### src/cfdt_pkg.sv
package cfdt_pkg;
    localparam int LEN_W = 3;
    localparam int CYC_W = 5;
    localparam int BYTE_W = 8;
    localparam int WORD_W = 16;
    localparam int ABS_W = 24;
    localparam int DEC_BYTES = 4;
    localparam int REL_ONE = 1;
    localparam int REL_TWO = 2;
    localparam int CNT_LAST = 1;

    typedef enum logic [3:0] {
        CL_NONE, CL_DEC_SUB, CL_FRAME_EXIT, CL_SW_INT, CL_OVF_TRAP, CL_COND_JUMP,
        CL_SHORT_JUMP, CL_IND_JUMP, CL_SIGN_EXT, CL_BYTE_INC, CL_CALL, CL_UNDEF
    } cfdt_class_e;
    typedef logic [LEN_W-1:0] cfdt_len_t;
    typedef logic [CYC_W-1:0] cfdt_cyc_t;

    // Opcode bytes and fields
    localparam logic [7:0] OPC_PFX_BYTE = 8'h7C;
    localparam logic [7:0] OPC_PFX_WORD = 8'h7D;
    localparam logic [7:0] OPC2_DEC_SUB_IMM = 8'hED;
    localparam logic [7:0] OPC2_DEC_SUB_REG = 8'hE5;
    localparam logic [7:0] OPC2_FRAME_EXIT = 8'hF0;
    localparam logic [7:0] OPC2_SEXT_WORD = 8'hF3;
    localparam logic [3:0] OPC2_CJX_HI = 4'h8;
    localparam logic [3:0] OPC2_IJW_HI = 4'h1;
    localparam logic [3:0] OPC2_IJA_HI = 4'h3;
    localparam logic [3:0] OPC2_SEXT_HI = 4'h4;
    localparam logic [7:0] OPC_SW_INT = 8'hEB;
    localparam logic [7:0] OPC_OVF_TRAP = 8'hF7;
    localparam logic [4:0] OPC_CJ_HI = 5'h1A;
    localparam logic [4:0] OPC_SJ_HI = 5'h0C;
    localparam logic [4:0] OPC_INC_HI = 5'h14;
    localparam logic [7:0] OPC_CALL_W = 8'hF4;
    localparam logic [7:0] OPC_CALL_A = 8'hFC;

    // Operand codes
    localparam logic [3:0] SRC_MEM_FIRST = 4'h6;
    localparam logic [3:0] SRC_DSP8_FIRST = 4'h8;
    localparam logic [3:0] SRC_DSP16_FIRST = 4'hC;
    localparam logic [3:0] SRC_SB16_FIRST = 4'hE;
    localparam logic [15:0] IJA_BAD = 16'h002C;
    localparam logic [15:0] SEXT_BAD = 16'h003A;
    localparam logic [2:0] INC_DST_HI = 3'h3;
    localparam logic [2:0] INC_DST_LO = 3'h4;
    localparam logic [2:0] INC_DST_SB = 3'h5;
    localparam logic [2:0] INC_DST_ABS = 3'h7;

    // Condition codes
    localparam logic [3:0] CND_GEU = 4'h0;
    localparam logic [3:0] CND_GTU = 4'h1;
    localparam logic [3:0] CND_EQ = 4'h2;
    localparam logic [3:0] CND_N = 4'h3;
    localparam logic [3:0] CND_LTU = 4'h4;
    localparam logic [3:0] CND_LEU = 4'h5;
    localparam logic [3:0] CND_NE = 4'h6;
    localparam logic [3:0] CND_PZ = 4'h7;
    localparam logic [3:0] CND_LE = 4'h8;
    localparam logic [3:0] CND_O = 4'h9;
    localparam logic [3:0] CND_GE = 4'hA;
    localparam logic [3:0] CND_GT = 4'hC;
    localparam logic [3:0] CND_NO = 4'hD;
    localparam logic [3:0] CND_LT = 4'hE;

    // Lengths and cycle counts
    localparam cfdt_len_t LEN_OP1 = 3'h1;
    localparam cfdt_len_t LEN_OP2 = 3'h2;
    localparam cfdt_len_t LEN_OP3 = 3'h3;
    localparam cfdt_len_t LEN_OP4 = 3'h4;
    localparam cfdt_len_t LEN_OP5 = 3'h5;
    localparam cfdt_cyc_t CYC_UNDEF = 5'h01;
    localparam cfdt_cyc_t CYC_DEC_SUB = 5'h04;
    localparam cfdt_cyc_t CYC_FRAME_EXIT = 5'h09;
    localparam cfdt_cyc_t CYC_SW_INT = 5'h13;
    localparam cfdt_cyc_t CYC_OVF_TRAP = 5'h01;
    localparam cfdt_cyc_t CYC_OVF_ADD = 5'h13;
    localparam cfdt_cyc_t CYC_CJ_BASE = 5'h02;
    localparam cfdt_cyc_t CYC_CJ_TAKEN = 5'h02;
    localparam cfdt_cyc_t CYC_SJ = 5'h05;
    localparam cfdt_cyc_t CYC_IJW_REG = 5'h07;
    localparam cfdt_cyc_t CYC_IJW_MEM = 5'h0B;
    localparam cfdt_cyc_t CYC_IJA_REG = 5'h06;
    localparam cfdt_cyc_t CYC_IJA_MEM = 5'h0A;
    localparam cfdt_cyc_t CYC_SEXT_REG = 5'h03;
    localparam cfdt_cyc_t CYC_SEXT_MEM = 5'h05;
    localparam cfdt_cyc_t CYC_INC_REG = 5'h01;
    localparam cfdt_cyc_t CYC_INC_MEM = 5'h03;
    localparam cfdt_cyc_t CYC_CALL_W = 5'h08;
    localparam cfdt_cyc_t CYC_CALL_A = 5'h09;
endpackage : cfdt_pkg

### src/cfdt_cycle_timer.sv
`timescale 1ns/1ps
module cfdt_cycle_timer import cfdt_pkg::*; #(
    parameter int CW = CYC_W
) (
    input wire logic core_clk,
    input wire logic rst_n,
    input wire logic load,
    input wire logic [CW-1:0] load_count,
    output logic busy,
    output logic done
);
    logic [CW-1:0] count_d;
    logic [CW-1:0] count_q;

    always_comb begin
        count_d = count_q;
        if (load) begin
            count_d = load_count;
        end else if (count_q != '0) begin
            count_d = count_q - CW'(CNT_LAST);
        end
    end

    always_ff @(posedge core_clk) begin
        if (!rst_n) begin
            count_q <= '0;
        end else begin
            count_q <= count_d;
        end
    end

    assign busy = (count_q != '0);
    assign done = (count_q == CW'(CNT_LAST));
endmodule : cfdt_cycle_timer

### src/cfdt_cond_eval.sv
`timescale 1ns/1ps
module cfdt_cond_eval import cfdt_pkg::*; (
    input wire logic [3:0] cond,
    input wire logic ext,
    input wire logic flag_c,
    input wire logic flag_z,
    input wire logic flag_s,
    input wire logic flag_o,
    output logic taken,
    output logic legal
);
    logic lt;

    assign lt = flag_s ^ flag_o;

    // Short form owns codes 0-7, extended form 8-A and C-E; the two never overlap
    always_comb begin
        taken = 1'b0;
        legal = (ext == cond[3]);
        unique case (cond)
            CND_GEU: taken = flag_c;
            CND_GTU: taken = flag_c & ~flag_z;
            CND_EQ: taken = flag_z;
            CND_N: taken = flag_s;
            CND_LTU: taken = ~flag_c;
            CND_LEU: taken = ~(flag_c & ~flag_z);
            CND_NE: taken = ~flag_z;
            CND_PZ: taken = ~flag_s;
            CND_LE: taken = lt | flag_z;
            CND_O: taken = flag_o;
            CND_GE: taken = ~lt;
            CND_GT: taken = ~(lt | flag_z);
            CND_NO: taken = ~flag_o;
            CND_LT: taken = lt;
            default: legal = 1'b0;
        endcase
    end
endmodule : cfdt_cond_eval

### src/cfdt_decoder.sv
`timescale 1ns/1ps
// Functional notes
// - Word decimal subtract: four bytes, four cycles
// - Frame exit return: two bytes, nine cycles
// - Software interrupt EB: two bytes, nineteen cycles
// - Overflow trap: one cycle, nineteen more if taken
// - Short conditional jump: start+1+dsp8, 3-bit condition
// - Conditional jump: two cycles, two more if taken
// - Extended condition codes from 4-bit table
// - Extended conditional jump target: start+2+dsp8
// - Short jump 01100+dsp3 from start+2, five cycles
// - Word indirect jump: seven register, eleven memory cycles
// - Address indirect jump rejects 0010/0011/0101; 6/10 cycles
// - Sign extend rejects 0001/0011/0100/0101; 3/5 cycles
// - Byte increment 3-bit destination; register one byte/cycle
// - Relative call: dsp16 from start+1, three bytes, eight cycles
// - Absolute call: four bytes, nine cycles
module cfdt_decoder import cfdt_pkg::*; #(
    parameter int AW = 20
) (
    input wire logic core_clk,
    input wire logic rst_n,
    input wire logic ins_valid,
    output logic ins_ready,
    input wire logic [DEC_BYTES*BYTE_W-1:0] ins_bytes,
    input wire logic [AW-1:0] ins_addr,
    input wire logic flag_c,
    input wire logic flag_z,
    input wire logic flag_s,
    input wire logic flag_o,
    output cfdt_class_e dec_class,
    output cfdt_len_t dec_len,
    output cfdt_cyc_t dec_cycles,
    output logic dec_branch,
    output logic dec_tgt_valid,
    output logic [AW-1:0] dec_target,
    output logic dec_trap,
    output logic dec_undef,
    output logic exec_busy,
    output logic exec_done
);
    logic acc;
    logic pfx_w;
    logic [BYTE_W-1:0] ib [DEC_BYTES];
    logic [3:0] opd;
    logic [2:0] sj_dsp;
    logic [AW-1:0] sx_b1;
    logic [AW-1:0] sx_b2;
    logic [AW-1:0] sx_w16;
    logic [ABS_W-1:0] abs_addr;
    logic [3:0] cnd;
    logic cnd_taken;
    logic cnd_legal;
    cfdt_class_e cls_d;
    cfdt_class_e cls_q;
    cfdt_len_t len_d;
    cfdt_len_t len_q;
    cfdt_cyc_t cyc_d;
    cfdt_cyc_t cyc_q;
    logic br_d;
    logic br_q;
    logic tv_d;
    logic tv_q;
    logic trap_d;
    logic trap_q;
    logic undef_d;
    logic undef_q;
    logic [AW-1:0] tgt_d;
    logic [AW-1:0] tgt_q;

    function automatic logic opd_mem(input logic [3:0] code);
        return code >= SRC_MEM_FIRST;
    endfunction : opd_mem

    // Only the indirect jump forms carry a 20-bit displacement
    function automatic cfdt_len_t src_len(input logic [3:0] code, input logic dsp20);
        cfdt_len_t len;
        if (code < SRC_DSP8_FIRST) begin
            len = LEN_OP2;
        end else if (code < SRC_DSP16_FIRST) begin
            len = LEN_OP3;
        end else if (code < SRC_SB16_FIRST) begin
            len = dsp20 ? LEN_OP5 : LEN_OP4;
        end else begin
            len = LEN_OP4;
        end
        return len;
    endfunction : src_len

    for (genvar i = 0; i < DEC_BYTES; i++) begin : g_byte
        assign ib[i] = ins_bytes[i*BYTE_W +: BYTE_W];
    end

    assign pfx_w = (ib[0] == OPC_PFX_WORD);
    assign opd = ib[1][3:0];
    assign sj_dsp = ib[0][2:0];
    assign sx_b1 = {{(AW-BYTE_W){ib[1][BYTE_W-1]}}, ib[1]};
    assign sx_b2 = {{(AW-BYTE_W){ib[2][BYTE_W-1]}}, ib[2]};
    assign sx_w16 = {{(AW-WORD_W){ib[2][BYTE_W-1]}}, ib[2], ib[1]};
    assign abs_addr = {ib[3], ib[2], ib[1]};
    assign cnd = pfx_w ? opd : {1'b0, sj_dsp};
    assign ins_ready = ~exec_busy;
    assign acc = ins_valid & ins_ready;

    cfdt_cond_eval u_cond (
        .cond(cnd),
        .ext(pfx_w),
        .flag_c(flag_c),
        .flag_z(flag_z),
        .flag_s(flag_s),
        .flag_o(flag_o),
        .taken(cnd_taken),
        .legal(cnd_legal)
    );

    // Flags are sampled in the accept cycle; the executing core need not hold them afterwards
    always_comb begin
        cls_d = cls_q;
        len_d = len_q;
        cyc_d = cyc_q;
        br_d = br_q;
        tv_d = tv_q;
        tgt_d = tgt_q;
        trap_d = trap_q;
        undef_d = undef_q;
        if (acc) begin
            cls_d = CL_UNDEF;
            len_d = LEN_OP1;
            cyc_d = CYC_UNDEF;
            br_d = 1'b0;
            tv_d = 1'b0;
            tgt_d = '0;
            trap_d = 1'b0;
            if (ib[0] == OPC_PFX_BYTE || pfx_w) begin
                len_d = LEN_OP2;
                if (ib[1] == OPC2_DEC_SUB_IMM) begin
                    cls_d = CL_DEC_SUB;
                    len_d = pfx_w ? LEN_OP4 : LEN_OP3;
                    cyc_d = CYC_DEC_SUB;
                end else if (ib[1] == OPC2_DEC_SUB_REG) begin
                    cls_d = CL_DEC_SUB;
                    cyc_d = CYC_DEC_SUB;
                end else if (pfx_w && ib[1] == OPC2_FRAME_EXIT) begin
                    cls_d = CL_FRAME_EXIT;
                    cyc_d = CYC_FRAME_EXIT;
                    br_d = 1'b1;
                end else if (pfx_w && ib[1][7:4] == OPC2_CJX_HI) begin
                    if (cnd_legal) begin
                        cls_d = CL_COND_JUMP;
                        len_d = LEN_OP3;
                        cyc_d = cnd_taken ? CYC_CJ_BASE + CYC_CJ_TAKEN : CYC_CJ_BASE;
                        br_d = cnd_taken;
                        tv_d = cnd_taken;
                        tgt_d = ins_addr + AW'(REL_TWO) + sx_b2;
                    end
                end else if (pfx_w && ib[1][7:4] == OPC2_IJW_HI) begin
                    cls_d = CL_IND_JUMP;
                    len_d = src_len(opd, 1'b1);
                    cyc_d = opd_mem(opd) ? CYC_IJW_MEM : CYC_IJW_REG;
                    br_d = 1'b1;
                end else if (pfx_w && ib[1][7:4] == OPC2_IJA_HI && !IJA_BAD[opd]) begin
                    cls_d = CL_IND_JUMP;
                    len_d = src_len(opd, 1'b1);
                    cyc_d = opd_mem(opd) ? CYC_IJA_MEM : CYC_IJA_REG;
                    br_d = 1'b1;
                end else if (!pfx_w && ib[1][7:4] == OPC2_SEXT_HI && !SEXT_BAD[opd]) begin
                    cls_d = CL_SIGN_EXT;
                    len_d = src_len(opd, 1'b0);
                    cyc_d = opd_mem(opd) ? CYC_SEXT_MEM : CYC_SEXT_REG;
                end else if (!pfx_w && ib[1] == OPC2_SEXT_WORD) begin
                    cls_d = CL_SIGN_EXT;
                    cyc_d = CYC_SEXT_REG;
                end
            end else if (ib[0] == OPC_SW_INT) begin
                cls_d = CL_SW_INT;
                len_d = LEN_OP2;
                cyc_d = CYC_SW_INT;
                trap_d = 1'b1;
            end else if (ib[0] == OPC_OVF_TRAP) begin
                cls_d = CL_OVF_TRAP;
                cyc_d = flag_o ? CYC_OVF_TRAP + CYC_OVF_ADD : CYC_OVF_TRAP;
                trap_d = flag_o;
            end else if (ib[0][7:3] == OPC_CJ_HI) begin
                cls_d = CL_COND_JUMP;
                len_d = LEN_OP2;
                cyc_d = cnd_taken ? CYC_CJ_BASE + CYC_CJ_TAKEN : CYC_CJ_BASE;
                br_d = cnd_taken;
                tv_d = cnd_taken;
                tgt_d = ins_addr + AW'(REL_ONE) + sx_b1;
            end else if (ib[0][7:3] == OPC_SJ_HI) begin
                cls_d = CL_SHORT_JUMP;
                cyc_d = CYC_SJ;
                br_d = 1'b1;
                tv_d = 1'b1;
                tgt_d = ins_addr + AW'(REL_TWO) + AW'(sj_dsp);
            end else if (ib[0][7:3] == OPC_INC_HI && sj_dsp >= INC_DST_HI) begin
                cls_d = CL_BYTE_INC;
                if (sj_dsp < INC_DST_SB) begin
                    cyc_d = CYC_INC_REG;
                end else begin
                    len_d = (sj_dsp == INC_DST_ABS) ? LEN_OP3 : LEN_OP2;
                    cyc_d = CYC_INC_MEM;
                end
            end else if (ib[0] == OPC_CALL_W) begin
                cls_d = CL_CALL;
                len_d = LEN_OP3;
                cyc_d = CYC_CALL_W;
                br_d = 1'b1;
                tv_d = 1'b1;
                tgt_d = ins_addr + AW'(REL_ONE) + sx_w16;
            end else if (ib[0] == OPC_CALL_A) begin
                cls_d = CL_CALL;
                len_d = LEN_OP4;
                cyc_d = CYC_CALL_A;
                br_d = 1'b1;
                tv_d = 1'b1;
                tgt_d = abs_addr[AW-1:0];
            end
            // Undefined keeps no branch and no trap, so nothing partial leaks out
            undef_d = (cls_d == CL_UNDEF);
        end
    end

    always_ff @(posedge core_clk) begin
        if (!rst_n) begin
            cls_q <= CL_NONE;
            len_q <= '0;
            cyc_q <= '0;
            br_q <= 1'b0;
            tv_q <= 1'b0;
            tgt_q <= '0;
            trap_q <= 1'b0;
            undef_q <= 1'b0;
        end else begin
            cls_q <= cls_d;
            len_q <= len_d;
            cyc_q <= cyc_d;
            br_q <= br_d;
            tv_q <= tv_d;
            tgt_q <= tgt_d;
            trap_q <= trap_d;
            undef_q <= undef_d;
        end
    end

    // Timer owns the instruction for exactly its cycle count
    cfdt_cycle_timer #(
        .CW(CYC_W)
    ) u_timer (
        .core_clk(core_clk),
        .rst_n(rst_n),
        .load(acc),
        .load_count(cyc_d),
        .busy(exec_busy),
        .done(exec_done)
    );

    assign dec_class = cls_q;
    assign dec_len = len_q;
    assign dec_cycles = cyc_q;
    assign dec_branch = br_q;
    assign dec_tgt_valid = tv_q;
    assign dec_target = tgt_q;
    assign dec_trap = trap_q;
    assign dec_undef = undef_q;
endmodule : cfdt_decoder

### config.mk
export PLATFORM = sky130hd
export DESIGN_NAME = cfdt_decoder
export DESIGN_NICKNAME = d
export VERILOG_FILES = /design/src/cfdt_pkg.sv /design/src/cfdt_cycle_timer.sv /design/src/cfdt_cond_eval.sv /design/src/cfdt_decoder.sv
export SDC_FILE = /design/constraint.sdc
export NUM_CORES = 1
export LEC_CHECK = 0
export BUFFER_PORTS_ARGS = -buffer_cell sky130_fd_sc_hd__buf_2
export CORE_ASPECT_RATIO = 0.9
export CORE_MARGIN = 2
export CORE_UTILIZATION = 50
export DETAILED_ROUTE_END_ITERATION = 12
export GPL_TIMING_DRIVEN = 0
export PLACE_DENSITY = 0.74
export SYNTH_ARGS = -nofsm -noshare
export SYNTH_HDL_FRONTEND = slang
export SYNTH_SLANG_ARGS = --single-unit
### constraint.sdc
create_clock -name core_clk -period 4 [get_ports core_clk]
set_clock_uncertainty 0.1 [all_clocks]
set_input_delay 0.6 -clock core_clk [delete_from_list [all_inputs] [get_ports core_clk]]
set_output_delay 0.6 -clock core_clk [all_outputs]
set_load 0.03 [all_outputs]
==> metrics.yaml <==
outcome:
  status: "finished clean"
layout:
  fin_nets: 1115
  fin_cells: 1158
  final_cell_mix: "buf_2 (93), nand2_1 (90), a21oi_1 (73), xnor2_1 (62), ha_1 (57)"
  design_area_um2: 7530
  nFillCells: 1257
  fin_util_pct: 59.1
  drive_gt1_share_pct: 16.1
  antenna_cells: 0
  final_common_cell: "buf_2"
  area_growth_pct: 15.2
synth:
  synthesis.area_um2: 6540
  synthArstFlopShare_pct: 0
  synth_nets: 1022
  yosysUniqueCellTypes: 81
  synth_edf_count: 0
  synthCells: 900
  synth_flop_cell: "dfxtp_1"
  postSynthAreaPerCell_um2: 7.27
  yosysWarnings: 0
  ys_ff_latch: 41
  ys_seq_area_share_pct: 12.6
timing:
  min_period_over_period_pct: 95.7
  hold_viol_final: 0
  post-route-min-period_ps: 3830
  slew-limit-headroom_pct: 32.7
  max_freq_ghz: 0.261
  setup_viol: 0
  worst-slew-pin-transition_ps: 1010
  slew_violations: 0
placed_design:
  place.gp.congestion: 0.989
  placedInstanceArea_um2: 7180
  place.detailed.instances: 1149
  portBuffers: 85
  hpwlAfterDp_um: 18200
worst_setup_path:
  required_ps: 4060
  critical-path-max-stage-delay_ps: 380
  cpMaxStageDelayCell: "a221o_1"
  cpMostUsedCell: "a21o_1"
  cp_cell_sequence: "buf_2 > and4_1 > and2_1 > clkbuf_2 > nand3_1 > or2_4 > xnor2_4 > ha_4 > a21o_1 > a21o_1 > a221o_1 > a21o_1 > nand2_1 > and4_1 > o21ai_0 > a211oi_2 > o32ai_1"
  start_kind: "primary input"
  critPathCaptureType: "register"
  worstPathMaxFanout: 8
  worst-setup-path-type: "primary input to register"
  worstPathArrival_ps: 3890
drt:
  drt_iter0_markers: 946
  wirelength_um: 22600
  viasPerCell: 6.36
  drt_first_pass_iters: 5
  wire_per_inst_um: 19.5
  route.detailed.drc: 0
  vias: 7368
  antenna_left: 0
power:
  vdd.ir_drop.worst_mv: 0.214
  p_per_area_nw_per_um2: 341
  p_leak_nw: 3.16
cts:
  clkSinkCount: 41
  htreeDepth: 2
  clkLatencyLatePin_ps: 290
  clockBufferDepth: 2
  clockRootBuffer: "clkbuf_16"
  cts_hold_buffers: 0
  cts_tree: "yes"
  clk_pin_slew_ps: 60
  cts_made_buffers: 5
floorplanning:
  rows: 39
  die_h_um: 112
  core_area_um2: 12700
  initial_core_util_pct: 51.3
  fp.dieW_um: 125
  die_area_um2: 14000
  io_pins: 98
global_routing:
  grt_max_degree: 19
  overflow: 0
  antenna_found_initial: 0
  grt_pass1_vias: 6496
  busiest_layer: "met1"
  grt_pass1_wl_um: 35800
  gr-usage-met3_pct: 5.05
  grt_usage_pct: 31.5
  met2_usage_pct: 46.2
  met1_usage_pct: 49.0
min_path:
  hold_path.class: "register to register"
job:
  max-cap-violations: 0
logic make-up (layout without fill, tap and decap cells):
group,after synthesis,in the layout,synth area share (%)
buffers and inverters,82,176,4.94
AO/OA/AOI/OAI,283,283,28.7
flip-flops,41,41,12.6
AND/OR/NAND/NOR,325,325,27.1
XOR/XNOR,98,98,13.1
multiplexers,8,8,1.26
adder cells (fa/ha/maj),63,63,12.4
flip-flops by register name, indices dropped and copies added (netlist names), 3 cells and up:
signal,cells
dec_target,20
u_timer.count_q,5
dec_class,4
dec_len,3
dec_cycles,5
routing by layer:
| metal | wire, µm | up-vias |
|---|---|---|
| met5 | 0 | - |
| li1 | - | 3535 |
| met2 | 9100 | 426 |
| met3 | 2630 | 27 |
| met1 | 10600 | 3380 |
| met4 | 250 | 0 |
metrics by stage:
step	power (mW)	hold slack, ps	setup TNS, ps	worst slack, ps
3_5_place_dp	2.10	356	-2290	-586
6_report	2.57	360	0	173
2_1_floorplan	1.66	394	0	77.0
3_3_place_gp	2.09	353	-2200	-606
4_1_cts	2.50	364	0	19.1
5_1_grt	2.72	393	-2.56	-2.56
cell usage after synthesis, types with 5 or more instances:
cell,instances,share of area (%)
o21ai_0,59,4.5
nand2_1,91,5.2
clkbuf_1,33,1.9
o21a_1,7,0.80
and3_1,9,0.86
a21o_1,23,2.6
nor2_1,55,3.2
o31ai_1,5,0.57
a22oi_1,8,0.92
xnor2_1,68,9.1
nand4_1,15,1.4
nand3b_1,5,0.57
o21ai_1,7,0.54
nand2b_1,15,1.4
nor4b_1,5,0.67
a211oi_1,10,1.1
nand3_1,35,2.7
mux2i_1,6,0.92
nor3_1,22,1.7
nor2b_1,19,1.8
dfxtp_1,41,13
a41oi_1,6,0.80
a31oi_1,14,1.3
a21oi_1,74,5.7
nor4_2,6,1.1
and2_1,11,1.1
nor3b_1,5,0.57
ha_1,60,11
buf_2,11,0.84
inv_1,35,2.0
o211ai_1,5,0.57
or3_1,5,0.48
xor2_1,30,4.0
a221oi_1,15,2.0
power breakdown:
part,switching (mW),total [mW],internal [mW]
registers,0.0718,0.603,0.532
logic,1.02,1.56,0.536
clock network,0.170,0.402,0.232
final cells by class:
cell class                 count  area (µm²)  share of cell area (%)
clock inverter                 3        22.5                   0.299
buffer                        46         198                    2.63
clock buffer                   5         125                    1.66
timing repair buffer          87         440                    5.85
tap                          164         205                    2.72
inverter                      35         131                    1.74
multi-input combinational    777        5590                    74.2
sequential                    41         821                    10.9
path summary, 6_finish.rpt:
kind / start / to / slack, ps / cells past startpoint
setup reg to reg: u_timer.count_q[0]$_SDFFE_PN0P_ / u_timer.count_q[1]$_SDFFE_PN0P_ / 890 / 12
hold reg to reg: dec_cycles[3]$_SDFF_PN0_ / dec_cycles[3]$_SDFF_PN0_ / 360 / 2
hold / removal: dec_cycles[3]$_SDFF_PN0_ / dec_cycles[3]$_SDFF_PN0_ / 360 / 2
setup / recovery: ins_addr[7] / dec_target[19]$_SDFFE_PN0P_ / 170 / 17
critical path: cells and delay by family:
kind | cells | cell delay [ps]
and+or+nand+nor | 6 | 1020
buffers and inverters | 2 | 340
xor gates and xnor gates | 1 | 220
adders and majority gates | 1 | 260
AOI/OAI and AO/OA | 7 | 1440
timing repair:
action | 4_1_cts | 5_1_grt
setup buffers | 0 | 2
endpoints found under the setup margin | 3 | 8
pin swaps | 1 | 3
resized for setup | 8 | 31
Note: power is estimated with default switching activity, not from simulation.
